===== config.mk =====
export PLATFORM = sky130hd
export DESIGN_NAME = cdl_diag
export DESIGN_NICKNAME = d
export VERILOG_FILES = /design/src/design/cdl_pkg.sv /design/src/design/cdl_diag.sv /design/src/design/cdl_ol_timer.sv /design/src/design/cdl_sync.sv
export SDC_FILE = /design/constraint.sdc
export NUM_CORES = 1
export LEC_CHECK = 0
export BUFFER_PORTS_ARGS = -buffer_cell sky130_fd_sc_hd__buf_4
export CAP_MARGIN = 10
export CORE_UTILIZATION = 46
export CTS_CLUSTER_DIAMETER = 60
export DETAILED_ROUTE_END_ITERATION = 16
export GPL_ROUTABILITY_DRIVEN = 0
export PLACE_DENSITY = 0.67
export SETUP_SLACK_MARGIN = 0.2
export SYNTH_ARGS = -nofsm -noshare
export SYNTH_HDL_FRONTEND = slang
export SYNTH_SLANG_ARGS = --single-unit

===== constraint.sdc =====
create_clock -name pclk -period 3.85 [get_ports pclk]
set_input_delay 0.385 -clock pclk [delete_from_list [all_inputs] [get_ports pclk]]
set_output_delay 0.385 -clock pclk [all_outputs]
set_load 0.1 [all_outputs]

===== src/design/cdl_pkg.sv =====
// Shared constants and types of the channel diagnosis latch block.
package cdl_pkg;

  localparam int NUM_CH = 8;

  // Register byte addresses.
  localparam logic [7:0] ADDR_CTRL       = 8'h00;
  localparam logic [7:0] ADDR_CHAN_ON    = 8'h04;
  localparam logic [7:0] ADDR_DIAG_CUR   = 8'h08;
  localparam logic [7:0] ADDR_DIAG       = 8'h0c;
  localparam logic [7:0] ADDR_IRQ_STATUS = 8'h10;
  localparam logic [7:0] ADDR_IRQ_MASK   = 8'h14;
  localparam logic [7:0] ADDR_CHAN_STATE = 8'h18;

  // Field positions.
  localparam int CTRL_CLEAR_BIT = 0;
  localparam int CTRL_BANK_BIT = 1;
  localparam int DIAG_PROT_LSB = 0;
  localparam int DIAG_OL_LSB   = 8;
  localparam int IRQ_PROT_BIT  = 0;
  localparam int IRQ_OL_BIT    = 1;

  // Reset values.
  localparam logic [7:0] CHAN_ON_RST  = 8'h00;
  localparam logic [7:0] DIAG_CUR_RST = 8'h00;
  localparam logic [1:0] IRQ_MASK_RST = 2'h0;

  // Timing.
  localparam int CLK_FREQ_MHZ              = 100;
  localparam int OPEN_LOAD_DELAY_MIN_US    = 100;
  localparam int OPEN_LOAD_DELAY_MAX_US    = 250;
  localparam int OVERLOAD_SHUTOFF_DELAY_US = 60;
  localparam int TICK_CYCLES               = CLK_FREQ_MHZ;
  localparam int OPEN_LOAD_DELAY_TICKS     = OPEN_LOAD_DELAY_MIN_US + 1;
  localparam int OPEN_LOAD_MIN_CYCLES      = OPEN_LOAD_DELAY_MIN_US * CLK_FREQ_MHZ;
  localparam int OPEN_LOAD_MAX_CYCLES      = OPEN_LOAD_DELAY_MAX_US * CLK_FREQ_MHZ;
  localparam int OVERLOAD_SHUTOFF_CYCLES   = OVERLOAD_SHUTOFF_DELAY_US * CLK_FREQ_MHZ;

  typedef logic [NUM_CH-1:0] cdl_chan_t;

  typedef enum logic [1:0] {
    OLT_IDLE  = 2'b00,
    OLT_COUNT = 2'b01,
    OLT_HIT   = 2'b10
  } cdl_olt_state_t;

endpackage : cdl_pkg


===== src/design/cdl_diag.sv =====
// Channel diagnosis latches with APB register access and interrupt.
//
// Decided for this implementation: the register addresses and the APB slave port.
`timescale 1ns/1ps

// Behaviour
// - Latched protection flag per channel.
// - Clear-latch bit clears all protection flags.
// - Clear-latch bit self-clears after next frame.
// - Latched open-load flag per channel.
// - Reading diagnosis register clears open-load flags.
// - No open-load detection while channel on.
// - Open-load flag after 100 to 250 us.
// - Diagnosis current enable bit drives current.
// - Over temperature sets flag, forces off.
// - Over load switches off within 60 us.
// - Faulted channel stays off until cleared.
// - Over temperature flags even when off.
// - Flags readable only with bank select one.
module cdl_diag (
  input  wire logic             pclk,
  input  wire logic             presetn,
  input  wire logic [7:0]       paddr,
  input  wire logic             psel,
  input  wire logic             penable,
  input  wire logic             pwrite,
  input  wire logic [31:0]      pwdata,
  output logic      [31:0]      prdata,
  output logic                  pready,
  output logic                  pslverr,
  input  wire cdl_pkg::cdl_chan_t over_temp_in,
  input  wire cdl_pkg::cdl_chan_t over_load_in,
  input  wire cdl_pkg::cdl_chan_t open_load_level_in,
  output cdl_pkg::cdl_chan_t    channel_on,
  output cdl_pkg::cdl_chan_t    diag_current_enable,
  output logic                  irq
);
  import cdl_pkg::*;

  function automatic logic is_mapped(input logic [7:0] a);
    is_mapped = (a == ADDR_CTRL) || (a == ADDR_CHAN_ON) || (a == ADDR_DIAG_CUR) ||
                (a == ADDR_DIAG) || (a == ADDR_IRQ_STATUS) || (a == ADDR_IRQ_MASK) ||
                (a == ADDR_CHAN_STATE);
  endfunction : is_mapped

  ////////////////////////////////////////////////////////////////////////////////
  cdl_chan_t ot_s;
  cdl_chan_t ovl_s;
  cdl_chan_t ol_lvl_s;

  cdl_sync #(.W(NUM_CH)) u_sync_ot (
    .pclk     (pclk),
    .presetn  (presetn),
    .async_in (over_temp_in),
    .sync_out (ot_s)
  );
  cdl_sync #(.W(NUM_CH)) u_sync_ovl (
    .pclk     (pclk),
    .presetn  (presetn),
    .async_in (over_load_in),
    .sync_out (ovl_s)
  );
  cdl_sync #(.W(NUM_CH)) u_sync_ol (
    .pclk     (pclk),
    .presetn  (presetn),
    .async_in (open_load_level_in),
    .sync_out (ol_lvl_s)
  );

  ////////////////////////////////////////////////////////////////////////////////
  logic [6:0] tick_cnt;
  logic [6:0] next_tick_cnt;
  logic       tick;

  always_comb begin
    tick          = (tick_cnt == 7'(TICK_CYCLES - 1));
    next_tick_cnt = tick ? 7'h00 : tick_cnt + 7'h01;
  end

  always_ff @(posedge pclk or negedge presetn) begin
    if (!presetn) begin
      tick_cnt <= 7'h00;
    end else begin
      tick_cnt <= next_tick_cnt;
    end
  end

  ////////////////////////////////////////////////////////////////////////////////
  cdl_chan_t ol_arm;
  cdl_chan_t ol_qual;
  cdl_chan_t ol_qual_g;

  assign ol_arm    = ~channel_on & ol_lvl_s;
  assign ol_qual_g = ol_qual & ol_arm;

  for (genvar i = 0; i < NUM_CH; i++) begin : g_ol
    cdl_ol_timer u_timer (
      .pclk      (pclk),
      .presetn   (presetn),
      .tick      (tick),
      .arm       (ol_arm[i]),
      .qualified (ol_qual[i])
    );
  end

  ////////////////////////////////////////////////////////////////////////////////
  logic      clear_protection_latch;
  logic      bank;
  cdl_chan_t chan_req;
  cdl_chan_t prot_flag;
  cdl_chan_t ol_flag;
  cdl_chan_t ol_snap;
  logic [1:0] irq_status;
  logic [1:0] irq_mask;

  logic      next_clear_protection_latch;
  logic      next_bank;
  cdl_chan_t next_chan_req;
  cdl_chan_t next_diag_cur;
  cdl_chan_t next_prot_flag;
  cdl_chan_t next_ol_flag;
  cdl_chan_t next_ol_snap;
  cdl_chan_t next_channel_on;
  logic [1:0] next_irq_status;
  logic [1:0] next_irq_mask;
  logic       next_irq;
  logic [31:0] next_prdata;
  cdl_chan_t  new_prot;
  cdl_chan_t  ol_clr;
  logic       acc;
  logic       setup;
  logic       wr;
  logic       clear_write;

  assign pready  = 1'b1;
  assign acc     = psel & penable;
  assign setup   = psel & ~penable;
  assign wr      = acc & pwrite;
  assign pslverr = acc & ~is_mapped(paddr);
  assign clear_write = wr && (paddr == ADDR_CTRL) && pwdata[CTRL_CLEAR_BIT];
  assign ol_clr  = (acc && !pwrite && (paddr == ADDR_DIAG)) ? ol_snap : '0;

  always_comb begin
    next_bank     = bank;
    next_chan_req = chan_req;
    next_diag_cur = diag_current_enable;
    next_irq_mask = irq_mask;
    next_prdata   = prdata;
    next_ol_snap  = ol_snap;
    next_clear_protection_latch = (acc && is_mapped(paddr)) ? 1'b0 : clear_protection_latch;
    if (wr) begin
      case (paddr)
        ADDR_CTRL: begin
          next_clear_protection_latch = pwdata[CTRL_CLEAR_BIT];
          next_bank = pwdata[CTRL_BANK_BIT];
        end
        ADDR_CHAN_ON: begin
          next_chan_req = pwdata[NUM_CH-1:0];
        end
        ADDR_DIAG_CUR: begin
          next_diag_cur = pwdata[NUM_CH-1:0];
        end
        ADDR_IRQ_MASK: begin
          next_irq_mask = pwdata[1:0];
        end
        default: begin
        end
      endcase
    end
    if (setup && !pwrite) begin
      next_ol_snap = '0;
      case (paddr)
        ADDR_CTRL:       next_prdata = {30'h0, bank, clear_protection_latch};
        ADDR_CHAN_ON:    next_prdata = {24'h0, chan_req};
        ADDR_DIAG_CUR:   next_prdata = {24'h0, diag_current_enable};
        ADDR_IRQ_STATUS: next_prdata = {30'h0, irq_status};
        ADDR_IRQ_MASK:   next_prdata = {30'h0, irq_mask};
        ADDR_CHAN_STATE: next_prdata = {24'h0, channel_on};
        ADDR_DIAG: begin
          next_prdata  = bank ? {16'h0, ol_flag, prot_flag} : 32'h0;
          next_ol_snap = bank ? ol_flag : '0;
        end
        default:         next_prdata = 32'h0;
      endcase
    end
    // over temperature or load sets flag.
    new_prot = ot_s | ovl_s;
    next_prot_flag = (clear_write ? '0 : prot_flag) | new_prot;
    next_channel_on = next_chan_req & ~next_prot_flag;
    next_ol_flag = (ol_flag & ~ol_clr) | ol_qual_g;
    next_irq_status = irq_status;
    if (wr && (paddr == ADDR_IRQ_STATUS)) begin
      next_irq_status = irq_status & ~pwdata[1:0];
    end
    next_irq_status[IRQ_PROT_BIT] = next_irq_status[IRQ_PROT_BIT] | (|(new_prot & ~prot_flag));
    next_irq_status[IRQ_OL_BIT]   = next_irq_status[IRQ_OL_BIT] | (|(ol_qual_g & ~ol_flag));
    next_irq = |(next_irq_status & next_irq_mask);
  end

  always_ff @(posedge pclk or negedge presetn) begin
    if (!presetn) begin
      clear_protection_latch <= 1'b0;
      bank                <= 1'b0;
      chan_req            <= CHAN_ON_RST;
      diag_current_enable <= DIAG_CUR_RST;
      prot_flag           <= '0;
      ol_flag             <= '0;
      ol_snap             <= '0;
      channel_on          <= '0;
      irq_status          <= 2'h0;
      irq_mask            <= IRQ_MASK_RST;
      irq                 <= 1'b0;
      prdata              <= 32'h0;
    end else begin
      clear_protection_latch <= next_clear_protection_latch;
      bank                <= next_bank;
      chan_req            <= next_chan_req;
      diag_current_enable <= next_diag_cur;
      prot_flag           <= next_prot_flag;
      ol_flag             <= next_ol_flag;
      ol_snap             <= next_ol_snap;
      channel_on          <= next_channel_on;
      irq_status          <= next_irq_status;
      irq_mask            <= next_irq_mask;
      irq                 <= next_irq;
      prdata              <= next_prdata;
    end
  end

  ////////////////////////////////////////////////////////////////////////////////
  // Helper: consecutive cycles that channel 4 has been armed for open load.
  logic [15:0] arm_run4;

  always_ff @(posedge pclk or negedge presetn) begin
    if (!presetn) begin
      arm_run4 <= 16'h0000;
    end else if (!ol_arm[4]) begin
      arm_run4 <= 16'h0000;
    end else if (arm_run4 != 16'hffff) begin
      arm_run4 <= arm_run4 + 16'h0001;
    end
  end
endmodule : cdl_diag


===== src/design/cdl_ol_timer.sv =====
// Open-load qualification timer for one channel, counting microsecond ticks.
`timescale 1ns/1ps
module cdl_ol_timer (
  input  wire logic pclk,
  input  wire logic presetn,
  input  wire logic tick,
  input  wire logic arm,
  output logic      qualified
);
  import cdl_pkg::*;

  cdl_olt_state_t state;
  cdl_olt_state_t next_state;
  logic [7:0]     cnt;
  logic [7:0]     next_cnt;

  ////////////////////////////////////////////////////////////////////////////////
  always_comb begin
    next_state = state;
    next_cnt   = cnt;
    case (state)
      OLT_IDLE: begin
        next_cnt = 8'h00;
        if (arm) begin
          next_state = OLT_COUNT;
        end
      end
      OLT_COUNT: begin
        if (!arm) begin
          next_state = OLT_IDLE;
        end else if (tick) begin
          next_cnt = cnt + 8'h01;
          if (cnt == 8'(OPEN_LOAD_DELAY_TICKS - 1)) begin
            next_state = OLT_HIT;
          end
        end
      end
      OLT_HIT: begin
        if (!arm) begin
          next_state = OLT_IDLE;
        end
      end
      default: begin
        next_state = OLT_IDLE;
      end
    endcase
  end

  always_ff @(posedge pclk or negedge presetn) begin
    if (!presetn) begin
      state <= OLT_IDLE;
      cnt   <= 8'h00;
    end else begin
      state <= next_state;
      cnt   <= next_cnt;
    end
  end

  assign qualified = (state == OLT_HIT);

endmodule : cdl_ol_timer


===== src/design/cdl_sync.sv =====
// Two flip-flop synchroniser for a vector of asynchronous levels.
`timescale 1ns/1ps
module cdl_sync #(
  parameter int W = 8
) (
  input  wire logic         pclk,
  input  wire logic         presetn,
  input  wire logic [W-1:0] async_in,
  output logic      [W-1:0] sync_out
);

  logic [W-1:0] stage1;

  always_ff @(posedge pclk or negedge presetn) begin
    if (!presetn) begin
      stage1   <= '0;
      sync_out <= '0;
    end else begin
      stage1   <= async_in;
      sync_out <= stage1;
    end
  end

endmodule : cdl_sync


==> flow_summary_export.csv <==
group,metric,value,unit
clocking,cts_buffer_depth,2,
setup_path,r2r-start,"tick_cnt[3]$_DFF_PN0_",
setup_path,rrSetupSlack,1330,ps
cells_and_area,antenna_cells,0,
timing,relSlewSlack,41.26,%
synth,ys.flop_type,"dfrtp_1",
setup_path,cp.arrival,2890,ps
timing,rsz0062_at_grt,"no",
synth,synth-simple-area-share,18.47,%
placement,pre_cts_ws,1335,ps
timing,fmax,0.3970,GHz
cells_and_area,largest_register_ff_count,64,
min_path,hold_depth,1,
cells_and_area,fin_util,54.08,%
timing,drv_slew,0,
timing,layout_setup_ws,1331,ps
timing,skew,8.812,ps
run_status,status,"complete, no violations",
floorplan,io_pins,120,
floorplan,die-area,19560,µm²
global_routing,grt.total_usage,19.15,%
clocking,cts-root-buf,"clkbuf_16",
cells_and_area,layout.nets,947,
timing,finalSetupTns,0,ps
clocking,cts_tree,"done",
power_and_ir_drop,switchingPower,1126,µW
synth,synth_compound_area_share,10.53,%
cells_and_area,final_cell_mix,"198 x dfrtp_1, 82 x nor2_1, 82 x buf_4",
placement,numPortBuffers,78,
placement,dp_cells,1075,
timing,hold_ws,52.89,ps
global_routing,grt_pass1_vias,5741,
min_path,min_from,"over_load_in[5]",
clocking,path_clk_slew,70,ps
power_and_ir_drop,power_frac_comb,8.2,%
clocking,cts.sinks,198,
synth,async_flop_share,100.0,%
run,maxCapViolCount,0,
global_routing,antenna_found_initial,0,
detailed_routing,vias,5917,
setup_path,r2r_end,"g_ol[6].u_timer.cnt[6]$_DFFE_PN0P_",
synth,synth_edf_count,0,
power_and_ir_drop,p_seq_share,51.3,%
clocking,clock_latency,430,ps
synth,synth_top_family_by_area,"simple AND/OR/NAND/NOR gates",
setup_path,crit_fanout,9,
global_routing,overflow,0,
floorplan,fp.dieH,139.9,µm
synth,synthAdderAreaFrac,2.433,%
detailed_routing,drt_iter0_markers,313,
global_routing,grt_pass1_wl,29.24,mm
global_routing,grt_max_degree,81,
power_and_ir_drop,swShare,26.88,%
synth,syn_area_per_cell,11.28,µm²
power_and_ir_drop,intPower,3064,µW
timing,period_share,65.42,%
detailed_routing,wl_per_cell,16.02,µm
floorplan,fp-row-count,50,
cells_and_area,syn_to_final_growth,15.31,%
synth,synthTopCellsByArea,"dfrtp_1 57%, nor2_1 3.5%, xor2_1 3.4%",
floorplan,design.core.area,18640,µm²
synth,yosysUniqueCellTypes,62,
detailed_routing,drtPass1Iterations,5,
power_and_ir_drop,ir_drop,310.6,µV
clocking,cts_buffers,17,
clocking,ctsHtreeMaxLevel,4,
min_path,hold_end,"u_sync_ovl.stage1[5]$_DFF_PN0_",
synth,synth_xor_area_share,5.109,%
cells_and_area,regMostFlops,"g_ol.u_timer.cnt",
detailed_routing,routed_wl,17.75,mm
timing,min_period,2519,ps
power_and_ir_drop,p_clk_share,40.5,%
setup_path,reg2reg_depth,6,
synth,muxShareOfSynthArea,2.690,%
timing,worst_pin_slew,873.9,ps
detailed_routing,final_antenna_net_count,0,
cells_and_area,final_common_cell,"dfrtp_1",
min_path,hold_class,"in2reg",
cells_and_area,drive_above_1_share,17.85,%
cells_and_area,final_cell_count_no_fill,1108,
detailed_routing,via_per_inst,5.340,
synth,synth_area,8743,µm²
timing,setup_viol,0,
synth,seq_area_frac_synth,56.67,%
synth,yosys.area.top_type_share,56.67,%
clocking,cts_resized,0,
synth,ys_ff_latch,198,
floorplan,initial_core_util,46.90,%
synth,synth_top_area_cell,"dfrtp_1",
timing,finalHoldViolCount,0,
power_and_ir_drop,leakage,0.004395,µW
synth,yosysWarnings,0,
setup_path,endpoint_kind,"register",
power_and_ir_drop,power.density,415.6,nW/µm²
setup_path,start_kind,"register",
cells_and_area,reg.largest.list,"g_ol.u_timer.cnt (64), g_ol.u_timer.state (16)",
setup_path,path_class,"reg2reg",
synth,syn_inst,775,
setup_path,worstPathRequired,4220,ps
floorplan,die_x,139.9,µm
detailed_routing,drc,0,
placement,dp_hpwl,12.55,mm
==> final cells by class <==
type	instances	area, µm²
clock buffer	19	442.9
multi-input combinational	521	3495
sequential	198	4955
fill	1677	8561
tap	234	292.8
timing repair buffer	84	639.4
inverter	39	146.4
clock inverter	13	111.4
==> worst max-delay path: stages (launching register included) <==
cell,delay [ps]
dfrtp_1,440
nand4bb_1,570
buf_4,380
nor3_4,340
nand4_2,180
or4_1,490
nand2_1,80
==> per-stage QoR <==
stage               area (µm²)  power (µW)
detailed placement        9518        2539
CTS                      10080        4242
global route             10080        4341
finish                   10080        4190
global placement          9518        2537
floorplan                 8800        2423
==> synth_stat cells, drive strengths merged, types with 8 or more instances <==
master   count
and3         8
nand3b       8
nand4       19
nor3        19
nor3b        8
o22ai        9
a211o        8
xor2        34
or3b         9
a21oi        9
nand3       35
a22o        19
a31oi        9
mux2        12
inv         39
o21ai       32
buf         21
nor2        84
clkbuf      11
xnor2       17
dfrtp      198
nand2       59
ha          17
a21bo        8
mux2i       10
nand4bb      9
a2111oi      8
==> per-layer routing <==
layer  global-route usage, %  routed length (µm)  vias up
li1                        -                   -     2903
met1                   26.94                8436     2895
met2                   29.71                8293      100
met3                   4.061                 748       19
met4                   6.015                 267        0
met5                       0                   0        -
==> logic make-up (layout without fill, tap and decap cells) <==
family	Yosys count	after routing
flip-flops	198	198
AO/OA/AOI/OAI	126	126
buffers and inverters	71	155
multiplexers	22	22
AND/OR/NAND/NOR	288	288
XOR/XNOR	51	51
other	2	17
adder cells (fa/ha/maj)	17	17
==> worst max path at each step <==
stage,start,to,slack (ps),cells past startpoint
finish,tick_cnt[3]$_DFF_PN0_,g_ol[6].u_timer.cnt[6]$_DFFE_PN0P_,1330,6
global route,tick_cnt[3]$_DFF_PN0_,g_ol[6].u_timer.cnt[6]$_DFFE_PN0P_,1170,6
CTS,tick_cnt[3]$_DFF_PN0_,g_ol[6].u_timer.cnt[6]$_DFFE_PN0P_,1330,6
detailed placement,paddr[1],channel_on[2]$_DFF_PN0_,1330,6
global placement,tick_cnt[3]$_DFF_PN0_,g_ol[6].u_timer.cnt[6]$_DFFE_PN0P_,1320,6
floorplan,paddr[2],pslverr,1050,4
==> power groups by stage <==
stage	logic, µW	clock network, µW	registers [µW]
3_3_place_gp	346	0	2190
5_1_grt	366	1820	2160
6_report	343	1700	2150
2_1_floorplan	153	0	2270
3_5_place_dp	347	0	2190
4_1_cts	348	1740	2150
==> what timing repair did <==
action,in CTS,in global routing
endpoints found under the hold margin,10,0
hold buffers,1,0
buffers inserted,0,0
Note: power is estimated with default switching activity, not from simulation.
